$ cat config.mk
export PLATFORM = sky130hd
export DESIGN_NAME = load_scaling
export DESIGN_NICKNAME = d
export VERILOG_FILES = /design/src/hdl/load_scale_pkg.sv /design/src/hdl/load_filter.sv /design/src/hdl/load_scaling.sv
export SDC_FILE = /design/constraint.sdc
export NUM_CORES = 1
export LEC_CHECK = 0
export BUFFER_PORTS_ARGS = -buffer_cell sky130_fd_sc_hd__buf_4
export CAP_MARGIN = 20
export CORE_UTILIZATION = 50
export DETAILED_ROUTE_END_ITERATION = 8
export PLACE_DENSITY_LB_ADDON = 0.12
export SYNTH_ARGS = -nofsm -noshare
export SYNTH_HDL_FRONTEND = slang
export SYNTH_SLANG_ARGS = --single-unit
export TNS_END_PERCENT = 50
$ cat constraint.sdc
create_clock -name mclk -period 9 [get_ports mclk]
set_input_delay 0.9 -clock mclk [delete_from_list [all_inputs] [get_ports mclk]]
set_output_delay 0.9 -clock mclk [all_outputs]
set_load 0.05 [all_outputs]
$ cat src/hdl/load_scale_pkg.sv
// Package: field layout, address codes and limits of the adaptive current scaling block
package load_scale_pkg;
   localparam int          WORD_W        = 20;
   localparam int          ADDR_HI       = 19;
   localparam int          ADDR_LO       = 17;
   localparam logic [2:0]  ADDR_ADAPT    = 3'h5;
   localparam logic [2:0]  ADDR_SCALE    = 3'h6;
   // Adaptive word fields
   localparam int          LOWER_LO      = 0;
   localparam int          INC_LO        = 5;
   localparam int          UPPER_LO      = 8;
   localparam int          DEC_LO        = 13;
   localparam int          FLOOR_BIT     = 15;
   // Load-measure / scale word fields
   localparam int          CS_LO         = 0;
   localparam int          SENS_LO       = 8;
   localparam int          FILT_BIT      = 16;
   localparam int          THRESH_MULT   = 32;
   localparam int          SAMPLE_W      = 10;
   localparam int          SCALE_W       = 5;
   localparam int          FULLSTEP_DIV  = 4;
   localparam logic [19:0] WORD_RESET    = 20'h00000;

   typedef struct packed {
      logic       floor_quarter;
      logic [1:0] dec_code;
      logic [3:0] upper_off;
      logic [1:0] inc_code;
      logic [3:0] lower;
   } adapt_cfg_s;

   typedef struct packed {
      logic              filter_en;
      logic signed [6:0] sens;
      logic [4:0]        cs;
   } scale_cfg_s;
endpackage

$ cat src/hdl/load_filter.sv
// Load sample gate: passes every sample, or one per four full steps when filtered
`timescale 1ns/1ps
module load_filter (
   input  wire logic                                 mclk,
   input  wire logic                                 rst_n,
   input  wire logic                                 filter_en,
   input  wire logic                                 fullstep,
   input  wire logic                                 sample_valid,
   input  wire logic [load_scale_pkg::SAMPLE_W-1:0]  sample_in,
   output logic                                      out_valid,
   output logic [load_scale_pkg::SAMPLE_W-1:0]       out_value
);
   import load_scale_pkg::*;

   logic [1:0]          step_cnt_r;
   logic                window_done_r;
   logic [SAMPLE_W-1:0] hold_r;

   // Counts full steps; filtered value is released once per four
   always_ff @(posedge mclk) begin
      if (!rst_n) begin
         step_cnt_r    <= 2'h0;
         window_done_r <= 1'b0;
      end else begin
         window_done_r <= 1'b0;
         if (fullstep) begin
            step_cnt_r <= step_cnt_r + 2'h1;
            if (step_cnt_r == 2'(FULLSTEP_DIV - 1))
               window_done_r <= 1'b1;
         end
      end
   end

   // Latest sample is the measurement reported at the window edge
   always_ff @(posedge mclk) begin
      if (!rst_n)
         hold_r <= '0;
      else if (sample_valid)
         hold_r <= sample_in;
   end

   always_ff @(posedge mclk) begin
      if (!rst_n) begin
         out_valid <= 1'b0;
         out_value <= '0;
      end else if (!filter_en) begin
         out_valid <= sample_valid;
         out_value <= sample_in;
      end else begin
         out_valid <= window_done_r;
         out_value <= hold_r;
      end
   end
endmodule

$ cat src/hdl/load_scaling.sv
// Adaptive coil current scaling: config word decode and current scale control
// Function
// - Top bits 101 select the adaptive current configuration word.
// - Top bits 110 select the load-measurement and current-scale word.
// - Adaptive scale never falls below half, or quarter, of programmed scale.
// - Decrement once per 32, 8, 2 or 1 samples at/above upper threshold.
// - Upper threshold is (lower + offset + 1) times 32.
// - Sample below lower threshold raises scale by 1, 2, 4 or 8.
// - Lower threshold field zero disables adaptive scaling.
// - Compare samples against lower field times 32; below means increase.
// - Filter bit selects every sample or one per four full steps.
// - Sensitivity threshold is seven-bit two's complement, -64 to +63.
// - Coil currents scale by (scale + 1) / 32.
`timescale 1ns/1ps
module load_scaling #(
   parameter int CUR_W = 9
) (
   input  wire logic                                 mclk,
   input  wire logic                                 rst_n,
   input  wire logic                                 cfg_we,
   input  wire logic [load_scale_pkg::WORD_W-1:0]    cfg_word,
   input  wire logic                                 fullstep,
   input  wire logic                                 sample_valid,
   input  wire logic [load_scale_pkg::SAMPLE_W-1:0]  sample_in,
   input  wire logic signed [CUR_W-1:0]              cur_a_in,
   input  wire logic signed [CUR_W-1:0]              cur_b_in,
   output logic signed [CUR_W-1:0]                   cur_a_out,
   output logic signed [CUR_W-1:0]                   cur_b_out,
   output logic [load_scale_pkg::SCALE_W-1:0]        active_scale,
   output logic signed [6:0]                         sens_threshold,
   output logic                                      filter_en,
   output logic [load_scale_pkg::SAMPLE_W-1:0]       load_value,
   output logic                                      load_valid
);
   import load_scale_pkg::*;

   // Product width and the +1 scale bias are only sized for this range
   if (CUR_W < 2 || CUR_W > 16) begin : g_bad_cur_w
      $error("CUR_W out of range");
   end

   // ------------------------------------------------------------
   // Configuration words
   // ------------------------------------------------------------
   adapt_cfg_s adapt_r;
   scale_cfg_s scale_r;
   logic [2:0] addr;
   assign addr = cfg_word[ADDR_HI:ADDR_LO];

   // Reserved positions are simply never captured
   always_ff @(posedge mclk) begin
      if (!rst_n) begin
         adapt_r <= '0;
      end else if (cfg_we && addr == ADDR_ADAPT) begin
         adapt_r.floor_quarter <= cfg_word[FLOOR_BIT];
         adapt_r.dec_code      <= cfg_word[DEC_LO +: 2];
         adapt_r.upper_off     <= cfg_word[UPPER_LO +: 4];
         adapt_r.inc_code      <= cfg_word[INC_LO +: 2];
         adapt_r.lower         <= cfg_word[LOWER_LO +: 4];
      end
   end

   always_ff @(posedge mclk) begin
      if (!rst_n) begin
         scale_r <= '0;
      end else if (cfg_we && addr == ADDR_SCALE) begin
         scale_r.filter_en <= cfg_word[FILT_BIT];
         scale_r.sens      <= signed'(cfg_word[SENS_LO +: 7]);
         scale_r.cs        <= cfg_word[CS_LO +: SCALE_W];
      end
   end

   // Sensitivity is only passed on; values below -10 are the host's concern
   assign sens_threshold = scale_r.sens;
   assign filter_en      = scale_r.filter_en;

   // ------------------------------------------------------------
   // Load measurement
   // ------------------------------------------------------------
   load_filter u_filter (
      .mclk         (mclk),
      .rst_n        (rst_n),
      .filter_en    (scale_r.filter_en),
      .fullstep     (fullstep),
      .sample_valid (sample_valid),
      .sample_in    (sample_in),
      .out_valid    (load_valid),
      .out_value    (load_value)
   );

   // ------------------------------------------------------------
   // Thresholds and step sizes
   // ------------------------------------------------------------
   logic [SAMPLE_W:0] lower_thr;
   logic [SAMPLE_W:0] upper_thr;
   logic [5:0]        dec_samples;
   logic [3:0]        inc_step;
   logic [SCALE_W-1:0] floor_val;
   logic              adapt_on;

   assign lower_thr = (SAMPLE_W + 1)'(adapt_r.lower) * (SAMPLE_W + 1)'(THRESH_MULT);
   assign upper_thr = ((SAMPLE_W + 1)'(adapt_r.lower) + (SAMPLE_W + 1)'(adapt_r.upper_off)
                       + (SAMPLE_W + 1)'(1)) * (SAMPLE_W + 1)'(THRESH_MULT);
   assign adapt_on  = (adapt_r.lower != 4'h0);
   assign inc_step  = 4'h1 << adapt_r.inc_code;

   always_comb begin
      unique case (adapt_r.dec_code)
         2'h0: dec_samples = 6'h20;
         2'h1: dec_samples = 6'h08;
         2'h2: dec_samples = 6'h02;
         2'h3: dec_samples = 6'h01;
      endcase
   end

   // Floor in scale-register units: (cs+1)/2 or (cs+1)/4, minus the +1 bias
   logic [SCALE_W:0] cs_plus;
   logic [SCALE_W:0] floor_plus;
   assign cs_plus    = (SCALE_W + 1)'(scale_r.cs) + (SCALE_W + 1)'(1);
   assign floor_plus = adapt_r.floor_quarter ? (cs_plus >> 2) : (cs_plus >> 1);
   assign floor_val  = (floor_plus == '0) ? '0 : SCALE_W'(floor_plus - (SCALE_W + 1)'(1));

   // ------------------------------------------------------------
   // Adaptive scale control
   // ------------------------------------------------------------
   logic [SCALE_W-1:0] scale_r_act;
   logic [5:0]         dec_cnt_r;
   logic               sample_low;
   logic               sample_high;

   assign sample_low  = ({1'b0, load_value} < lower_thr);
   assign sample_high = ({1'b0, load_value} >= upper_thr);

   always_ff @(posedge mclk) begin
      if (!rst_n) begin
         dec_cnt_r <= 6'h0;
      end else if (!adapt_on || !load_valid || !sample_high) begin
         if (!adapt_on)
            dec_cnt_r <= 6'h0;
      end else if (dec_cnt_r + 6'h1 >= dec_samples) begin
         dec_cnt_r <= 6'h0;
      end else begin
         dec_cnt_r <= dec_cnt_r + 6'h1;
      end
   end

   // Clamps keep the value inside [floor, cs]; a cs lowered below the
   // running value pulls it down on the following edge, one cycle after the setting moves
   logic [SCALE_W+3:0] inc_sum;
   assign inc_sum = (SCALE_W + 4)'(scale_r_act) + (SCALE_W + 4)'(inc_step);

   always_ff @(posedge mclk) begin
      if (!rst_n) begin
         scale_r_act <= '0;
      end else if (!adapt_on) begin
         scale_r_act <= scale_r.cs;
      end else if (scale_r_act > scale_r.cs) begin
         scale_r_act <= scale_r.cs;
      end else if (scale_r_act < floor_val) begin
         scale_r_act <= floor_val;
      end else if (load_valid && sample_low) begin
         if (inc_sum > (SCALE_W + 4)'(scale_r.cs))
            scale_r_act <= scale_r.cs;
         else
            scale_r_act <= SCALE_W'(inc_sum);
      end else if (load_valid && sample_high
                   && dec_cnt_r + 6'h1 >= dec_samples) begin
         if (scale_r_act > floor_val)
            scale_r_act <= scale_r_act - SCALE_W'(1);
      end
   end

   assign active_scale = scale_r_act;

   // ------------------------------------------------------------
   // Coil current scaling: cur * (scale+1) / 32
   // ------------------------------------------------------------
   logic signed [CUR_W+6:0] prod_a;
   logic signed [CUR_W+6:0] prod_b;
   assign prod_a = (CUR_W + 7)'(cur_a_in) * signed'({1'b0, cs_sel_plus()});
   assign prod_b = (CUR_W + 7)'(cur_b_in) * signed'({1'b0, cs_sel_plus()});

   function automatic logic [SCALE_W:0] cs_sel_plus();
      cs_sel_plus = (SCALE_W + 1)'(scale_r_act) + (SCALE_W + 1)'(1);
   endfunction

   always_ff @(posedge mclk) begin
      if (!rst_n) begin
         cur_a_out <= '0;
         cur_b_out <= '0;
      end else begin
         cur_a_out <= CUR_W'(prod_a >>> SCALE_W);
         cur_b_out <= CUR_W'(prod_b >>> SCALE_W);
      end
   end
endmodule
* After elaboration in Yosys (flattened, before gate mapping)
Index checks and enable logic that the tools add are counted.
W data, S select, Z words.
** Word-level totals
- Memories :: 0
- Bits in registers :: 79
- Word-level logic and storage cells :: 76
- Bits in latches :: 0
- Memory bits (read-only) :: 0
- Output and inout port bits :: 42
- Input port bits :: 53
- Memory bits (writable) :: 0
** Cells by class
- Bitwise operators :: 0
- Reductions and logical operators :: 15
- Shifts and indexed selects :: 1
- Add/sub/neg operators :: 9
- Equality and inequality tests :: 9
- $mul :: 2
- Muxes and demuxes :: 16
- Magnitude comparators :: 7
- Divide/modulo/power cells :: 0
** Operators with widths (count)
- $mux W5 :: 9
- $mul A9 B7 Y14 :: 2
- $pmux W6 S4 :: 1
- $add A5 B1 Y6 const B :: 3
- $mux W6 :: 3
- $ge A10 B11 Y1 :: 1
- $gt A5 B5 Y1 :: 2
- $lt A10 B9 Y1 :: 1
- $mux W10 :: 1
- $ne A5 B1 Y1 const B :: 2
- $sub A5 B1 Y5 const B :: 2
- $add A5 B4 Y6 :: 1
- $add A6 B1 Y6 const B :: 1
- $eq A2 B2 Y1 const B :: 3
- $eq A3 B3 Y1 const B :: 2
- $ge A6 B6 Y1 :: 1
- $gt A6 B5 Y1 :: 1
- $logic_not A6 Y1 :: 1
- $add A4 B4 Y5 :: 1
- $logic_and A1 B1 Y1 :: 5
- $lt A5 B5 Y1 :: 1
- $reduce_and A2 Y1 :: 2
- $reduce_bool A4 Y1 :: 1
- $shl A1 B2 Y4 const A :: 1
- 7 further kinds :: 11

* Logic depth before layout (Yosys ltp)
- Depth in word-level cells :: 11
- Depth in mapped cells :: 21
- Mapped depth without buffers :: 20

* By module
A second synthesis with hierarchy kept.
** Unflattened totals
- Cells, all modules :: 892
- Area total of the unflattened synthesis :: 7836.3 um^2
** By module, submodules not included
- load_scaling :: area each 6934.2 um^2, cells an instance 816, seq. area each 1101.1 um^2, instances 1
- load_filter :: area each 902.1 um^2, cells an instance 76, seq. area each 480.5 um^2, instances 1

* Worst setup path before layout
Ideal clock, no wire load.
- Kind :: register to register
- Start :: reg scale_r_act[2] (netlist: active_scale[2])
- End :: reg cur_b_out[7]
- Path buffers :: 2
- Cell stages (with the launch flop) :: 20
- Data arrival time :: 5.619 ns
- Library setup time :: 0.128 ns
- Period minus slack after synthesis :: 5.747 ns
- Data required time :: 8.872 ns
- Setup slack :: 3.253 ns
- Cells stage by stage :: dfxtp_1 clkbuf_1 nand3_1 xnor2_1 clkbuf_1 nand2_1 fa_1 inv_1 fa_1 fa_1 inv_1 fa_1 inv_1 ha_1 or3_1 o22a_1 a221o_1 a21oi_1 xor2_1 nor2_1
** Between the ends
- Cells in the longest elaborated chain, start to end :: 2
** RTL lines
- from (decl) :: RTL line load_scaling.sv:126 : logic [SCALE_W-1:0] scale_r_act;
- from (signal assigned) :: RTL line load_scaling.sv:156 : scale_r_act <= scale_r.cs;
- from (signal assigned) :: RTL line load_scaling.sv:158 : scale_r_act <= scale_r.cs;
- from (signal assigned) :: RTL line load_scaling.sv:160 : scale_r_act <= floor_val;
- $add A5 B1 Y6 :: RTL line load_scaling.sv:184 : cs_sel_plus = (SCALE_W + 1)'(scale_r_act) + (SCALE_W + 1)'(1);
- $mul A9 B7 Y14 :: RTL line load_scaling.sv:181 : assign prod_b = (CUR_W + 7)'(cur_b_in) * signed'({1'b0, cs_sel_plus()});
- to (signal assigned) :: RTL line load_scaling.sv:193 : cur_b_out <= CUR_W'(prod_b >>> SCALE_W);
- to (decl) :: RTL line load_scaling.sv:28 : output logic signed [CUR_W-1:0] cur_b_out,
Every way passes these cells.
A chain may end at the register's enable or synchronous reset.

* Worst setup path in the final report
- Start :: reg scale_r_act[0] (netlist: active_scale[0])
- End :: reg cur_b_out[7]
Same word-level chain as after synthesis.

==> key figures <==
Outcome
  • Status: finished clean

Layout
  • Diodes inserted: 0
  • Share of cells above drive strength 1: between 10% and 20%
  • Area of the multi-input gates: 5740 um2
  • Synthesis-to-layout area growth: 14.5%
  • Non-Filler Instances: 1201
  • # fillers: around 1400
  • Seq. cell area: ~1600 um2
  • Post-route design area: 9050 um2
  • Final Net Count: between 1000 and 1500
  • Post-Route Utilization: 59.1%

Global route
  • Vias in the first global route: a little over 6000
  • First-pass GRT wire length: 29300 um
  • Initial antenna violation count: 0
  • Total gr overflow: 0
  • Pin count of the biggest net entering global routing: 73
  • Tot GR Track Use: between 20% and 30%

Pwr
  • P_sw: about 510 uW
  • Power density cells: between 100 and 150 nW/um2
  • Seq pwr share: between 30% and 40%
  • Internal power: 838 uW
  • Sw frac: 37.6%
  • Pwr Total: 1.34 mW
  • Peak VDD IR: approximately 0.13 mV
  • Leakage power: 4.17 nW
  • Clock power share: a little under a third
  • Logic pwr share: about two fifths

Synthesis
  • Post-synthesis xor/xnor area fraction: approximately 5.3%
  • EDFF count, synth: 0
  • Avg Cell Area, Syn: roughly 8.6 um2
  • Synth Flop Type: dfxtp_1
  • Cell count after synthesis: approximately 920
  • Compound-Gate Fraction of Synth Area: approximately 12%
  • Post-Syn Nets: approximately 1100
  • Register area share after synthesis: around 20%
  • Ys async rst share: 0%
  • Synth Area in Adders: 31.8%
  • Post-synth cell types: between 60 and 70
  • Synthesized flop and latch total: 79
  • Synth Cell Area: roughly 8000 um2
  • Post-Synth Simple-Gate Area: between 15 and 20%
  • Mux contribution to synthesized area: approximately 3.3%
  • Largest family of logic cells by synthesized area: adder cells
  • YS warnings: 0

STA
  • Actual slew at the worst max-slew pin: roughly 0.94 ns
  • Period Utilization, post-route: 71.3%
  • Min cycle time layout: ~6.4 ns
  • Fmax: ~0.16 GHz
  • Final setup TNS: 0 ns
  • Normalized max-slew margin: 37.2%
  • Final worst setup slack: approximately 2.6 ns
  • RSZ-0062 raised after global routing: no
  • Final setup viols: 0
  • Fin. max-slew vios: 0
  • Hold_ws: 0.454 ns
  • Final Hold Fails: 0
  • Layout Skew: about 0.011 ns

Floorplanning
  • Die area: ~16000 um2
  • Starting Density: 51.6%
  • Io pins: 95
  • Die Wd: 128 um
  • Core area: 15300 um2
  • Cell Rows: 45
  • Die Span Y: roughly 130 um

Job
  • Max_cap viols: 0

Place
  • Port bufs: between 90 and 100
  • Post-place setup slack: approximately 2.6 ns
  • DP HPWL: between 10000 and 15000 um
  • Area after DPL: 8720 um2
  • Final GP Congestion: between 0.8 and 0.9
  • Cells after DPL: about 1200

Routing
  • TritonRoute pass-1 iters: 4
  • Wirelength per Cell: roughly 14 um
  • Number of DRC markers in iteration 0: roughly 310
  • DRC Markers: 0
  • Final ANT Viol Nets: 0
  • Vias per cell: between 5 and 6
  • Vias: roughly 6200
  • Final WL: between 15000 and 20000 um

CTS
  • Clk pin slew, worst setup/hold paths: roughly 0.07 ns
  • Clock latency on the worst-skew pair: between 0.3 and 0.4 ns
  • Clock sinks: about 80
  • H-tree Lvls: 3
  • Max clock buf depth: 2
  • CTS Root Cell: clkbuf_16
  • CTS Buf Count: 9
  • Hold buffer count at cts: 0
  • CTS tree: built
  • Postcts setup bufs: 0
  • Resize count post-CTS: 0

Worst setup path
  • Critical Path Sink Type: flip-flop
  • Maximum fanout along the worst path: 19
  • Worst EP arrival: about 6.6 ns
  • Crit path kind: reg -> reg
  • Critical Path Start Type: flip-flop
  • Worst path required time: 9.20 ns

Hold path
  • HP Class: reg -> reg
==> power by group through the flow <==
stage	clock, mW	combinational, mW	sequential, mW
2_1_floorplan	0	0.308	0.499
3_3_place_gp	0	0.528	0.413
3_5_place_dp	0	0.532	0.413
4_1_cts	0.423	0.536	0.406
5_1_grt	0.434	0.594	0.409
6_report	0.410	0.530	0.405
==> cells by family (layout without fill, tap and decap cells) <==
| logic type | count (synthesis) | after routing |
|---|---|---|
| multiplexers | 26 | 26 |
| adder cells (fa/ha/maj) | 160 | 160 |
| AND/OR/NAND/NOR | 315 | 315 |
| AO/OA/AOI/OAI | 142 | 142 |
| buffers and inverters | 147 | 220 |
| XOR/XNOR | 48 | 48 |
| flip-flops | 79 | 79 |
==> state kept, by name, indices dropped and copies added, names as in the netlist, 2 cells and up <==
name	cells
active_scale	5
adapt_r	13
cur_a_out	9
cur_b_out	9
dec_cnt_r	6
scale_r	5
sens_threshold	7
u_filter.hold_r	10
u_filter.out_value	10
u_filter.step_cnt_r	2
==> synthesized netlist by cell type, drive strengths merged, types with 3 or more instances <==
master | count | area share, %
nor3 | 6 | 0.52
a31oi | 9 | 0.98
and3 | 7 | 0.55
a21o | 10 | 0.95
mux2i | 25 | 3.2
a21oi | 56 | 3.6
or2 | 4 | 0.32
nor2 | 62 | 2.9
o21a | 5 | 0.47
and2 | 49 | 3.9
nand4b | 7 | 0.78
o21ai | 17 | 1.1
nand3 | 15 | 0.95
fa | 68 | 17
nor2b | 35 | 2.8
inv | 105 | 5.0
nand2 | 107 | 5.1
clkbuf | 24 | 1.2
a41oi | 5 | 0.55
xnor2 | 29 | 3.2
or3 | 3 | 0.24
buf | 17 | 1.3
dfxtp | 79 | 20
a211oi | 5 | 0.54
a311oi | 4 | 0.44
ha | 92 | 15
o211ai | 4 | 0.44
nor3b | 3 | 0.28
a22oi | 4 | 0.38
xor2 | 19 | 2.1
nand2b | 11 | 0.87
==> path summary, 6_finish.rpt <==
path                startpoint           endpoint  slack, ns  cells past startpoint
max reg2reg    active_scale[0]       cur_b_out[7]       2.58                     17
max            active_scale[0]       cur_b_out[7]       2.58                     17
min reg2reg  sens_threshold[3]  sens_threshold[3]       0.45                      2
min          sens_threshold[3]  sens_threshold[3]       0.45                      2
==> worst max-delay path, stage by stage (launching register included) <==
cell      delay, ns
dfxtp_1        0.73
clkinv_1       0.62
ha_1           0.93
nand2_1        0.15
fa_1           0.50
inv_1          0.05
fa_1           0.47
fa_1           0.54
inv_1          0.05
fa_1           0.52
inv_1          0.04
ha_1           0.19
or3_1          0.37
o22a_1         0.25
a221o_1        0.42
a21oi_1        0.20
xor2_1         0.18
nor2_1         0.05
==> cells in the final DEF, fill, tap and decap left out, types with 9 or more instances in the layout <==
| cell | n |
|---|---|
| nand2b_1 | 11 |
| clkbuf_16 | 9 |
| dfxtp_1 | 79 |
| nand2_1 | 107 |
| mux2i_1 | 25 |
| ha_1 | 92 |
| and2_1 | 49 |
| nand3_1 | 15 |
| buf_4 | 98 |
| a21o_1 | 10 |
| nor2_1 | 62 |
| xor2_1 | 19 |
| xnor2_1 | 28 |
| nor2b_1 | 35 |
| o21ai_0 | 13 |
| fa_1 | 68 |
| a21oi_1 | 55 |
| inv_1 | 104 |
==> final cells by class <==
| class | count | share of cell area (%) |
|---|---|---|
| inverters | 106 | 4.40 |
| flip-flops and latches | 79 | 17.5 |
| clock buffers | 9 | 2.49 |
| clock inverters | 7 | 1.12 |
| multi-input cells | 691 | 63.5 |
| repair buffers | 98 | 8.13 |
| well taps | 211 | 2.92 |
==> metal layers <==
layer | wire length (um) | part of all wire [%] | GRT usage, %
met2 | 8330 | 48 | 38.4
met4 | 158 | 0.91 | 4.50
met5 | 0 | 0 | 0
met3 | 563 | 3.3 | 3.46
met1 | 8280 | 48 | 30.5
(Power assumes the default switching activity.)
